--- src/hw/dbc_pkg.sv ---
// Package of command codes, bank states and timing counts for the bank command checker
package dbc_pkg;
  localparam int CLK_NS           = 40;
  localparam int PRECHARGE_NS     = 18;
  localparam int ACT_ACCESS_NS    = 18;
  localparam int MODE_READ_NS     = 80;
  localparam int MODE_WRITE_NS    = 200;
  localparam int ACT_ACT_NS       = 10;
  localparam int PRECHARGE_CYC    = (PRECHARGE_NS + CLK_NS - 1) / CLK_NS;
  localparam int ACT_ACCESS_CYC   = (ACT_ACCESS_NS + CLK_NS - 1) / CLK_NS;
  localparam int MODE_READ_CYC    = (MODE_READ_NS + CLK_NS - 1) / CLK_NS;
  localparam int MODE_WRITE_CYC   = (MODE_WRITE_NS + CLK_NS - 1) / CLK_NS;
  localparam int ACT_ACT_CYC      = (ACT_ACT_NS + CLK_NS - 1) / CLK_NS;
  localparam int BURST_LEN        = 4;
  localparam int CNT_W            = 8;
  localparam logic [CNT_W-1:0] CNT_ZERO = 8'h00;
  localparam logic [CNT_W-1:0] CNT_ONE  = 8'h01;

  typedef enum logic [3:0] {
    DBC_NOP, DBC_ACTIVATE, DBC_READ, DBC_WRITE, DBC_PRECHARGE, DBC_PRECHARGE_ALL,
    DBC_BURST_TERMINATE, DBC_MODE_REG_READ, DBC_MODE_REG_WRITE, DBC_MODE_REG_RESET,
    DBC_REFRESH, DBC_SELF_REFRESH
  } dbc_cmd_e;

  typedef enum logic [2:0] {
    DBC_IDLE, DBC_ACTIVATING, DBC_ACTIVE, DBC_READING, DBC_WRITING, DBC_PRECHARGING
  } dbc_bank_e;

  typedef enum logic [2:0] {
    DBC_POWER_ON, DBC_RESETTING, DBC_NORMAL, DBC_MR_READING, DBC_MR_WRITING
  } dbc_dev_e;
endpackage

--- src/hw/dbc_bank_rules.sv ---
// Bank state tracker and command legality checker for a low-power DDR SDRAM
`timescale 1ns/1ps
module dbc_bank_rules
  import dbc_pkg::*;
#(
  parameter int NUM_BANKS = 8,
  parameter int BANK_W    = 3,
  parameter int DATA_W    = 32
) (
  // Clock and reset
  input  wire logic              mclk,
  input  wire logic              nrst,
  // Command
  input  wire dbc_cmd_e          cmd,
  input  wire logic [BANK_W-1:0] cmdBank,
  input  wire logic              autoPrecharge,
  // Write data beat
  input  wire logic              wrBeat,
  input  wire logic [DATA_W-1:0] wrData,
  input  wire logic              writeMask,
  // Outputs
  output logic                   illegalCmd,
  output logic                   wrStrobe,
  output logic [DATA_W-1:0]      wrDataOut,
  output logic                   allIdle,
  output logic                   mrBusy,
  output dbc_dev_e               devState
);
  dbc_bank_e              bankState [NUM_BANKS];
  logic [CNT_W-1:0]       bankCnt   [NUM_BANKS];
  logic [NUM_BANKS-1:0]   bankAuto;
  logic [CNT_W-1:0]       mrCnt;
  logic [CNT_W-1:0]       rrdCnt;
  logic                   burstOn;
  logic [BANK_W-1:0]      burstBank;
  logic                   anyBurst;
  logic                   anyOpening;
  logic                   illegal;
  dbc_bank_e              sel;

  function automatic logic [CNT_W-1:0] cyc(input int n);
    cyc = CNT_W'(n);
  endfunction

  always_comb begin
    allIdle = 1'b1;
    anyBurst = 1'b0;
    anyOpening = 1'b0;
    for (int i = 0; i < NUM_BANKS; i++) begin
      if (bankState[i] != DBC_IDLE) allIdle = 1'b0;
      if (bankState[i] == DBC_ACTIVATING) anyOpening = 1'b1;
      if (bankState[i] == DBC_READING || bankState[i] == DBC_WRITING) anyBurst = 1'b1;
    end
  end

  assign sel    = bankState[cmdBank];
  assign mrBusy = (devState == DBC_MR_READING) || (devState == DBC_MR_WRITING);

  // Legality of the incoming command
  always_comb begin
    illegal = 1'b0;
    if (mrBusy) begin
      illegal = (cmd != DBC_NOP);
    end else if (devState == DBC_POWER_ON) begin
      illegal = (cmd != DBC_NOP) && (cmd != DBC_MODE_REG_RESET);
    end else if (devState == DBC_RESETTING) begin
      illegal = (cmd != DBC_NOP) && (cmd != DBC_MODE_REG_READ);
    end else begin
      case (cmd)
        DBC_NOP:            illegal = 1'b0;
        DBC_ACTIVATE:       illegal = (sel != DBC_IDLE) || (rrdCnt != CNT_ZERO);
        DBC_READ:           illegal = (sel != DBC_ACTIVE && sel != DBC_READING) || bankAuto[cmdBank] ||
                                      (anyBurst && !(burstBank == cmdBank && sel == DBC_READING));
        DBC_WRITE:          illegal = (sel != DBC_ACTIVE && sel != DBC_WRITING) || bankAuto[cmdBank] ||
                                      (anyBurst && !(burstBank == cmdBank && sel == DBC_WRITING));
        DBC_PRECHARGE:      illegal = (sel == DBC_ACTIVATING) || bankAuto[cmdBank];
        DBC_PRECHARGE_ALL:  illegal = (|bankAuto) || anyBurst || anyOpening;
        DBC_BURST_TERMINATE: illegal = !burstOn || burstBank != cmdBank || bankAuto[cmdBank] ||
                                       (sel != DBC_READING && sel != DBC_WRITING);
        DBC_MODE_REG_READ:  illegal = anyBurst;
        DBC_MODE_REG_WRITE, DBC_MODE_REG_RESET, DBC_REFRESH, DBC_SELF_REFRESH:
                            illegal = !allIdle || anyBurst;
        default:            illegal = 1'b1;
      endcase
    end
  end

  always_ff @(posedge mclk) begin
    if (!nrst) illegalCmd <= 1'b0;
    else illegalCmd <= illegal;
  end

  // Device level state and mode register windows
  always_ff @(posedge mclk) begin
    if (!nrst) begin
      devState <= DBC_POWER_ON;
      mrCnt <= CNT_ZERO;
    end else if (mrBusy) begin
      if (mrCnt == CNT_ONE) devState <= DBC_NORMAL;
      mrCnt <= mrCnt - CNT_ONE;
    end else if (!illegal) begin
      if (devState == DBC_POWER_ON && cmd == DBC_MODE_REG_RESET) begin
        devState <= DBC_RESETTING;
      end else if (cmd == DBC_MODE_REG_READ) begin
        devState <= DBC_MR_READING;
        mrCnt <= cyc(MODE_READ_CYC);
      end else if (devState == DBC_NORMAL &&
                   (cmd == DBC_MODE_REG_WRITE || cmd == DBC_MODE_REG_RESET)) begin
        devState <= DBC_MR_WRITING;
        mrCnt <= cyc(MODE_WRITE_CYC);
      end
    end
  end

  // Activate-to-activate spacing
  always_ff @(posedge mclk) begin
    if (!nrst) rrdCnt <= CNT_ZERO;
    else if (!illegal && !mrBusy && devState == DBC_NORMAL && cmd == DBC_ACTIVATE) begin
      rrdCnt <= cyc(ACT_ACT_CYC) - CNT_ONE;
    end
    else if (rrdCnt != CNT_ZERO) rrdCnt <= rrdCnt - CNT_ONE;
  end

  // Most recent burst owner
  always_ff @(posedge mclk) begin
    if (!nrst) begin
      burstOn <= 1'b0;
      burstBank <= '0;
    end else if (!illegal && devState == DBC_NORMAL && (cmd == DBC_READ || cmd == DBC_WRITE)) begin
      burstOn <= 1'b1;
      burstBank <= cmdBank;
    end else if (!anyBurst || (!illegal && cmd == DBC_BURST_TERMINATE)) begin
      burstOn <= 1'b0;
    end
  end

  // Per bank state machines; mode register windows freeze them
  for (genvar b = 0; b < NUM_BANKS; b++) begin : g_bank
    logic hit;
    assign hit = !illegal && !mrBusy && devState == DBC_NORMAL &&
                 (cmdBank == BANK_W'(b) || cmd == DBC_PRECHARGE_ALL);
    always_ff @(posedge mclk) begin
      if (!nrst) begin
        bankState[b] <= DBC_IDLE;
        bankCnt[b] <= CNT_ZERO;
        bankAuto[b] <= 1'b0;
      end else if (hit && cmd == DBC_ACTIVATE) begin
        bankState[b] <= DBC_ACTIVATING;
        bankCnt[b] <= cyc(ACT_ACCESS_CYC);
      end else if (hit && (cmd == DBC_READ || cmd == DBC_WRITE)) begin
        bankState[b] <= (cmd == DBC_READ) ? DBC_READING : DBC_WRITING;
        bankCnt[b] <= cyc(BURST_LEN / 2);
        bankAuto[b] <= autoPrecharge;
      end else if (hit && (cmd == DBC_PRECHARGE || cmd == DBC_PRECHARGE_ALL)) begin
        bankState[b] <= DBC_PRECHARGING;
        bankCnt[b] <= cyc(PRECHARGE_CYC);
      end else if (hit && cmd == DBC_BURST_TERMINATE) begin
        bankState[b] <= DBC_ACTIVE;
        bankCnt[b] <= CNT_ZERO;
      end else if (mrBusy) begin
        bankState[b] <= bankState[b];
      end else if (bankCnt[b] > CNT_ONE) begin
        bankCnt[b] <= bankCnt[b] - CNT_ONE;
      end else if (bankCnt[b] == CNT_ONE) begin
        bankCnt[b] <= CNT_ZERO;
        case (bankState[b])
          DBC_ACTIVATING:  bankState[b] <= DBC_ACTIVE;
          DBC_PRECHARGING: bankState[b] <= DBC_IDLE;
          DBC_READING, DBC_WRITING: begin
            if (bankAuto[b]) begin
              bankState[b] <= DBC_PRECHARGING;
              bankCnt[b] <= cyc(PRECHARGE_CYC);
              bankAuto[b] <= 1'b0;
            end else begin
              bankState[b] <= DBC_ACTIVE;
            end
          end
          default: bankState[b] <= bankState[b];
        endcase
      end
    end
  end

  // Masked write data path
  always_ff @(posedge mclk) begin
    if (!nrst) begin
      wrStrobe <= 1'b0;
      wrDataOut <= '0;
    end else begin
      wrStrobe <= wrBeat && !writeMask;
      if (wrBeat && !writeMask) wrDataOut <= wrData;
    end
  end

  property p_mode_only_nop;
    @(posedge mclk) disable iff (!nrst) mrBusy && cmd != DBC_NOP |=> illegalCmd;
  endproperty
  a_mode_only_nop: assert property (p_mode_only_nop) else $error("Command inside mode window not flagged");

  property p_mask;
    @(posedge mclk) disable iff (!nrst) wrBeat && writeMask |=> !wrStrobe;
  endproperty
  a_mask: assert property (p_mask) else $error("Masked beat was written");

  property p_unmask;
    @(posedge mclk) disable iff (!nrst) wrBeat && !writeMask |=> wrStrobe && wrDataOut == $past(wrData);
  endproperty
  a_unmask: assert property (p_unmask) else $error("Unmasked beat not written");

  property p_reset_enter;
    @(posedge mclk) disable iff (!nrst)
      devState == DBC_POWER_ON && cmd == DBC_MODE_REG_RESET |=> devState == DBC_RESETTING;
  endproperty
  a_reset_enter: assert property (p_reset_enter) else $error("Reset write did not start init");

  property p_mode_read_len;
    @(posedge mclk) disable iff (!nrst)
      $rose(devState == DBC_MR_READING) |-> (devState == DBC_MR_READING) [*2] ##1 devState == DBC_NORMAL;
  endproperty
  a_mode_read_len: assert property (p_mode_read_len) else $error("Mode read window wrong length");

  property p_mode_write_len;
    @(posedge mclk) disable iff (!nrst)
      $rose(devState == DBC_MR_WRITING) |-> (devState == DBC_MR_WRITING) [*5] ##1 devState == DBC_NORMAL;
  endproperty
  a_mode_write_len: assert property (p_mode_write_len) else $error("Mode write window wrong length");

  property p_mode_freeze;
    @(posedge mclk) disable iff (!nrst) mrBusy |=> bankState[0] == $past(bankState[0]);
  endproperty
  a_mode_freeze: assert property (p_mode_freeze) else $error("Bank moved during mode window");

  property p_bst_needs_burst;
    @(posedge mclk) disable iff (!nrst)
      devState == DBC_NORMAL && cmd == DBC_BURST_TERMINATE && !burstOn |=> illegalCmd;
  endproperty
  a_bst_needs_burst: assert property (p_bst_needs_burst) else $error("Idle terminate not flagged");

  property p_refresh_idle;
    @(posedge mclk) disable iff (!nrst)
      devState == DBC_NORMAL && !mrBusy && cmd == DBC_REFRESH && !allIdle |=> illegalCmd;
  endproperty
  a_refresh_idle: assert property (p_refresh_idle) else $error("Refresh with open bank not flagged");
endmodule

--- config.mk ---
export PLATFORM = sky130hd
export DESIGN_NAME = dbc_bank_rules
export DESIGN_NICKNAME = d
export VERILOG_FILES = /design/src/hw/dbc_pkg.sv /design/src/hw/dbc_bank_rules.sv
export SDC_FILE = /design/constraint.sdc
export NUM_CORES = 1
export LEC_CHECK = 0
export ABC_AREA = 1
export BUFFER_PORTS_ARGS = -buffer_cell sky130_fd_sc_hd__buf_2
export CORE_ASPECT_RATIO = 1.25
export CORE_UTILIZATION = 30
export CTS_CLUSTER_DIAMETER = 60
export DETAILED_ROUTE_END_ITERATION = 8
export PLACE_DENSITY = 0.54
export SLEW_MARGIN = 0
export SYNTH_ARGS = -nofsm -noshare
export SYNTH_HDL_FRONTEND = slang
export SYNTH_SLANG_ARGS = --single-unit
--- constraint.sdc ---
create_clock -name mclk -period 9.5 [get_ports mclk]
set_clock_uncertainty 0.05 [all_clocks]
set_input_delay 1.425 -clock mclk [delete_from_list [all_inputs] [get_ports mclk]]
set_output_delay 1.425 -clock mclk [all_outputs]
set_load 0.01 [all_outputs]
==> results.py, run 1 <==
metrics = {
    "outcome": {
        "outcome": "completed",
    },
    "route": {
        "first_pass_iters": 5,
        "antenna_left": 0,
        "vias": 8870,
        "drt-initial-drc-count": 524,
        "drcViolationCount": 0,
        "via_per_inst": 4.89,
        "finalWirelength_um": 26400,
        "wl_per_cell_um": 14.5,
    },
    "sta": {
        "finalSetupViolations": 0,
        "hold_violations": 0,
        "slew_headroom": 0.333,
        "fin_setup_tns_ns": 0,
        "fmax_mhz": 206,
        "rsz0062_at_grt": "false",
        "drv_slew": 0,
        "period_share": 0.511,
        "tightest_slew_ns": 0.999,
        "holdWs_ns": 0.402,
        "finalCriticalPeriod_ns": 4.85,
    },
    "worst_setup_path": {
        "critical-path-top-delay-family": "simple AND/OR/NAND/NOR gates",
        "worst_setup_path_start_kind": "input pin",
        "critPathRequiredTime_ns": 9.57,
        "crit_fanout": 13,
        "slowest_stage": "inv_1",
        "endpoint_kind": "register",
        "critPathBufInv": 4,
        "crit_chain": "buf_2 -> nor2_1 -> inv_1 -> nor2_4 -> clkinv_1 -> nor2_1 -> nand2_1 -> nand2_1 -> nor2_1 -> nand2_1 -> nand2_2 -> nand2_2 -> nand2_4 -> nand4_2 -> nand2_1 -> inv_1 -> nand2_2 -> nand2_2 -> nor2_1 -> nand2_1 -> nor2_1 -> a21oi_1",
        "worst_ep_arrival_time_ns": 4.93,
        "critPathKind": "in2reg",
        "max_stage_delay_ns": 0.47,
    },
    "die": {
        "initial_utilization": 0.306,
        "fp-row-count": 73,
        "die_x_um": 163,
        "die_area_mm2": 0.0332,
        "die_h_um": 204,
        "ioPinCount": 83,
        "core-area_mm2": 0.0319,
    },
    "pwr": {
        "power.density_mw_per_mm2": 226,
        "report.power.total_mw": 2.52,
        "ir_worst_vdd_mv": 0.131,
        "sw_frac_of_total": 0.350,
        "p_comb_frac": 0.310,
        "power_leakage_nw": 4.87,
        "p_switching_uw": 883,
        "p_seq_frac": 0.416,
        "clkPwrFrac": 0.274,
        "intPower_mw": 1.64,
    },
    "logic_synthesis": {
        "synth_edf_count": 88,
        "synth-seq-area-share": 0.405,
        "yosys.area.top_type": "edfxtp_1",
        "yosysMostFrequentCell": "nor2_1",
        "synth_common_cells": "247 x nor2_1, 245 x nand2_1, 141 x inv_1",
        "synth.area.top_cells": "edfxtp_1 27%, dfxtp_1 13%, nor2_1 9.5%",
        "synthCells": 1314,
        "syn_avg_cell_area_um2": 7.42,
        "netlist_area_mm2": 0.00975,
        "synth.distinct_cells": 59,
        "synth_top_area_share": 0.271,
        "ys_ff_latch": 153,
        "yosys_most_used_dff": "edfxtp_1",
        "async_flop_share": 0,
        "yosys_warnings": 0,
        "syn-num-nets": 1377,
    },
    "worst_hold_path": {
        "min_path_type": "reg2reg",
    },
    "clock_tree": {
        "h-tree-depth": 4,
        "hold_buffers": 0,
        "cts.repair.resized": 0,
        "clk_pin_slew_ns": 0.07,
        "postCtsSetupRepairBufs": 0,
        "numCtsBuffers": 17,
        "cts_tree": "yes",
        "cts_num_sinks": 153,
        "clk_latency_ns": 0.44,
        "clockRootBuffer": "clkbuf_16",
        "cts_buffer_depth": 2,
    },
    "finish": {
        "finish.utilization": 0.349,
        "n_antenna_cell": 0,
        "nNetsFinal": 1453,
        "regArea_mm2": 0.00394,
        "syn_to_final_growth_pct": 14.3,
        "instances_no_fill": 1815,
        "fillers": 3333,
        "drive_above_1_share": 0.144,
        "multi_input_area_mm2": 0.00505,
    },
    "grt": {
        "antenna_found_initial": 0,
        "grt_max_degree": 70,
        "grt_pass1_wl_um": 43000,
        "gr-usage-all-layers": 0.164,
        "grt.overflow.total": 0,
        "grt_pass1_vias": 8539,
    },
    "placed_design": {
        "port_buffers": 82,
        "gp_congestion": 0.946,
        "dp_hpwl_um": 19900,
        "dpl.cell_count": 1783,
    },
    "run": {
        "maxCapViolations": 0,
    },
}
routing by layer:
| metal | track usage | part of all wire | vias to the layer above |
|---|---|---|---|
| li1 | - | - | 4538 |
| met1 | 0.205 | 0.45 | 4044 |
| met2 | 0.276 | 0.48 | 256 |
| met3 | 0.0315 | 0.056 | 32 |
| met4 | 0.0611 | 0.022 | 0 |
| met5 | 0 | 0 | - |
logic make-up (layout without fill, tap and decap cells):
group	Yosys count	count (layout)	share of synthesized area
xor+xnor	31	31	0.0279
compound gates	201	201	0.119
buf+inv	182	271	0.0768
fa+ha+maj	19	19	0.0244
simple gates	728	728	0.347
flops	153	153	0.405
worst register-to-register path: cells and delay by family, from the launching register on:
family,cells,cell delay (ns)
and+or+nand+nor,19,2.92
DFF,1,0.47
buffers and inverters,2,0.37
layout make-up:
| type | count | share of cell area |
|---|---|---|
| clock inverters | 7 | 0.00416 |
| multi-input cells | 979 | 0.454 |
| flip-flops and latches | 153 | 0.354 |
| inverters | 151 | 0.0516 |
| repair buffers | 88 | 0.0409 |
| clock buffers | 25 | 0.0494 |
| well taps | 412 | 0.0463 |
placed cells by master (no fill, tap or decap), types with 8 or more instances in the layout:
cell type	instances
nor2_1	247
nand2_1	245
inv_1	141
nand3_1	100
edfxtp_1	88
buf_2	82
o21ai_0	72
dfxtp_1	65
a21oi_1	61
nand4_1	35
xnor2_1	25
clkbuf_16	20
o21ai_1	19
or2_2	19
ha_1	19
nor2_2	16
nor3_1	15
nand2_2	13
nor2_4	8
o211ai_1	8
power by group through the flow:
| stage | Clock, mW | Combinational [mW] | Sequential, mW |
|---|---|---|---|
| 2_1_floorplan | 0 | 0.625 | 1.03 |
| 3_3_place_gp | 0 | 0.785 | 1.06 |
| 3_5_place_dp | 0 | 0.784 | 1.06 |
| 4_1_cts | 0.707 | 0.791 | 1.05 |
| 5_1_grt | 0.725 | 0.897 | 1.07 |
| 6_report | 0.691 | 0.780 | 1.05 |
per-stage QoR:
stage / area, µm² / setup WS [ns]
final: 11100 / 4.65
after global routing: 11100 / 4.38
after CTS: 11100 / 4.70
after detailed placement: 10500 / 4.24
after global placement: 10500 / 4.41
after floorplan: 9750 / 5.47
path summary, 6_finish.rpt:
path / from / to / slack [ns] / cells after the start
max: cmd[2] / bankState[4][0] / 4.65 / 22
min: mrCnt[4] / mrCnt[4] / 0.40 / 1
max reg2reg: bankState[5][0] / bankCnt[1][4] / 5.39 / 21
min reg2reg: mrCnt[4] / mrCnt[4] / 0.40 / 1
registers in the layout, summed over array words and instances (netlist names), 3 cells and up:
name and count:
bankAuto 8, bankCnt 64, burstBank 3, devState 3
mrCnt 8, rrdCnt 8, wrDataOut 32, bankState 24
Power figures use the tool's default switching activity.
==> inputs of run 2 (changes only) <==
--- a/config.mk
+++ b/config.mk
@@ -5,13 +5,13 @@
 export SDC_FILE = /design/constraint.sdc
 export NUM_CORES = 1
 export LEC_CHECK = 0
-export ABC_AREA = 1
+export ABC_AREA = 0
 export BUFFER_PORTS_ARGS = -buffer_cell sky130_fd_sc_hd__buf_2
 export CORE_ASPECT_RATIO = 1.25
 export CORE_UTILIZATION = 30
 export CTS_CLUSTER_DIAMETER = 60
 export DETAILED_ROUTE_END_ITERATION = 8
-export PLACE_DENSITY = 0.54
+export PLACE_DENSITY = 0.56
 export SLEW_MARGIN = 0
 export SYNTH_ARGS = -nofsm -noshare
 export SYNTH_HDL_FRONTEND = slang
==> constraint.sdc (replaced) <==
create_clock -name mclk -period 4.15 [get_ports mclk]
set_clock_uncertainty 0.05 [all_clocks]
set_input_delay 0.6225 -clock mclk [delete_from_list [all_inputs] [get_ports mclk]]
set_output_delay 0.6225 -clock mclk [all_outputs]
set_load 0.01 [all_outputs]
==> run 2 against run 1 <==
Area after synthesis is 7.0% lower. Setup slack worse by 4.3 ns. Cell count is 16% lower. Power is 140% higher. Critical path depth is 11 lower. Utilization is 1.3 points higher. Critical path type is now reg2reg. Critical endpoint is now bankState[7][2]. Highest routed layer is now met5.
==> results.py, run 2 <==
metrics = {
    "finish": {
        "final_cell_mix": "133 x nand2_1, 117 x nor2_1, 88 x edfxtp_1",
        "fillers": 3025,
        "syn_to_final_growth_pct": 18.2,
        "finish.utilization": 0.363,
        "n_antenna_cell": 0,
        "reg_top3": "bankCnt: 64 flops, wrDataOut: 32 flops, bankState: 24 flops",
        "top_register": "bankCnt",
        "drive_above_1_share": 0.165,
        "instances_no_fill": 1528,
        "largest_reg_flops": 64,
        "nNetsFinal": 1182,
        "layout_commonest_cell": "nand2_1",
        "final_cell_area_mm2": 0.0107,
    },
    "logic_synthesis": {
        "yosys_most_used_dff": "edfxtp_1",
        "synthCells": 1020,
        "synth_top_area_share": 0.292,
        "netlist_area_mm2": 0.00906,
        "yosysMostFrequentCell": "nand2_1",
        "synth.area.top_cells": "edfxtp_1 29%, dfxtp_1 14%, nand2_1 5.5%",
        "yosys.area.top_type": "edfxtp_1",
        "synth_common_cells": "133 x nand2_1, 117 x nor2_1, 88 x edfxtp_1",
        "ys_ff_latch": 153,
        "syn-num-nets": 1083,
        "synth_edf_count": 88,
        "yosys_warnings": 0,
        "synth.distinct_cells": 79,
        "syn_avg_cell_area_um2": 8.88,
        "synth-seq-area-share": 0.435,
        "async_flop_share": 0,
    },
    "sta": {
        "slew_headroom": 0.415,
        "finalSetupViolations": 0,
        "tightest_slew_ns": 0.877,
        "hold_violations": 0,
        "holdWs_ns": 0.368,
        "finalCriticalPeriod_ns": 3.84,
        "period_share": 0.924,
        "fmax_mhz": 261,
        "rsz0062_at_grt": "false",
        "fin_setup_tns_ns": 0,
        "drv_slew": 0,
    },
    "clock_tree": {
        "clockRootBuffer": "clkbuf_16",
        "hold_buffers": 0,
        "h-tree-depth": 4,
        "cts_buffer_depth": 2,
        "cts_num_sinks": 153,
        "numCtsBuffers": 17,
        "clk_pin_slew_ns": 0.07,
        "cts_tree": "yes",
        "clk_latency_ns": 0.44,
        "cts.repair.resized": 0,
        "postCtsSetupRepairBufs": 0,
    },
    "die": {
        "core-area_mm2": 0.0295,
        "fp-row-count": 70,
        "initial_utilization": 0.307,
        "die_h_um": 196,
        "die_x_um": 157,
        "die_area_mm2": 0.0309,
        "ioPinCount": 83,
    },
    "worst_hold_path": {
        "min_path_type": "in2reg",
        "min_from": "wrData[10]",
    },
    "route": {
        "via_per_inst": 5.27,
        "drcViolationCount": 0,
        "finalWirelength_um": 26100,
        "antenna_left": 0,
        "first_pass_iters": 5,
        "wl_per_cell_um": 17.1,
        "vias": 8048,
        "drt-initial-drc-count": 586,
    },
    "placed_design": {
        "gp_congestion": 0.942,
        "dp_hpwl_um": 19200,
        "place_area_mm2": 0.0101,
        "port_buffers": 82,
        "dpl.cell_count": 1496,
    },
    "worst_setup_path": {
        "worst_setup_path_start_kind": "register",
        "critPathKind": "reg2reg",
        "crit_chain": "mux4_1 -> o22a_1 -> and2_1 -> nor4_1 -> buf_4 -> a2bb2oi_1 -> and2_1 -> buf_4 -> and2_1 -> nand2_1 -> o21ai_0",
        "endpoint_kind": "register",
        "critPathLaunch": "bankState[4][0]",
        "rr_startpoint": "bankState[4][0]",
        "worst_ep_arrival_time_ns": 4.05,
        "crit_fanout": 8,
        "critical-path-top-delay-family": "simple AND/OR/NAND/NOR gates",
        "max_stage_delay_ns": 0.54,
        "critPathMostFrequentCell": "and2_1",
        "critPathBufInv": 2,
        "critPathRequiredTime_ns": 4.37,
        "slowest_stage": "mux4_1",
    },
    "grt": {
        "antenna_found_initial": 3,
        "grt_max_degree": 58,
        "grt.overflow.total": 0,
        "grt_pass1_wl_um": 41900,
        "gr-usage-all-layers": 0.174,
        "grt_pass1_vias": 7741,
    },
    "pwr": {
        "ir_worst_vdd_mv": 0.305,
        "power.density_mw_per_mm2": 553,
        "power_leakage_nw": 4.15,
    },
    "run": {
        "maxCapViolations": 0,
    },
    "outcome": {
        "outcome": "completed",
    },
}
-- run 2: changes by cell type after synthesis, moves of 22 or more --
cell     before  now
inv_1       141   39
nand2_1     245  133
nand3_1     100   25
nand4_1      35    8
nor2_1      247  117
xnor2_1      25   47
-- run 2: power breakdown --
group / switching [mW] / internal (mW) / total (mW)
clock: 0.720 / 0.927 / 1.65
sequential: 0.305 / 2.05 / 2.36
combinational: 1.05 / 0.865 / 1.91
total: 2.07 / 3.85 / 5.92
-- run 2: metrics by stage --
| step | total power, mW | setup WS [ns] |
|---|---|---|
| floorplan | 3.82 | 0.567 |
| global route | 6.35 | 0.131 |
| CTS | 5.98 | 0.352 |
| global placement | 4.28 | 0.163 |
| detailed placement | 4.30 | 0.128 |
| finish | 5.92 | 0.313 |
-- run 2: worst paths after layout --
kind / slack [ns] / cells after the start / end
max: 0.31 / 11 / bankState[7][2]
max reg2reg: 0.31 / 11 / bankState[7][2]
min reg2reg: 0.40 / 2 / wrDataOut[15]
min: 0.37 / 3 / wrDataOut[10]
-- run 2: area by class of cell --
type | instances | area (µm²) | area share
clock buffers | 19 | 475 | 0.0444
clock inverters | 13 | 140 | 0.0131
inverters | 39 | 146 | 0.0137
multi-input cells | 787 | 4790 | 0.447
flip-flops and latches | 153 | 3940 | 0.368
well taps | 396 | 495 | 0.0463
repair buffers | 121 | 716 | 0.0668
-- run 2: cell families (layout without fill, tap and decap cells) --
family	count (synthesis)	count (layout)	share of synthesized area
and+or+nand+nor	452	452	0.248
xor gates and xnor gates	60	60	0.0580
buffers and inverters	80	192	0.0369
muxes	16	16	0.0197
AOI/OAI and AO/OA	240	240	0.176
adders and majority gates	19	19	0.0262
DFF	153	153	0.435
-- run 2: layer usage --
metal | vias up | global-route usage | share of wire
met4 | 6 | 0.0741 | 0.033
met3 | 50 | 0.0358 | 0.071
met5 | - | 0 | 0.0012
li1 | 3937 | - | -
met2 | 311 | 0.280 | 0.47
met1 | 3744 | 0.226 | 0.43
-- run 2: worst reg2reg max path, cell delays in order, from the launching register on --
cell and delay, ns:
edfxtp_1 0.53, mux4_1 0.54, o22a_1 0.23, and2_1 0.20, nor4_1 0.37, buf_4 0.18, a2bb2oi_1 0.20, and2_1 0.31
buf_4 0.20, and2_1 0.26, nand2_1 0.33, o21ai_0 0.28
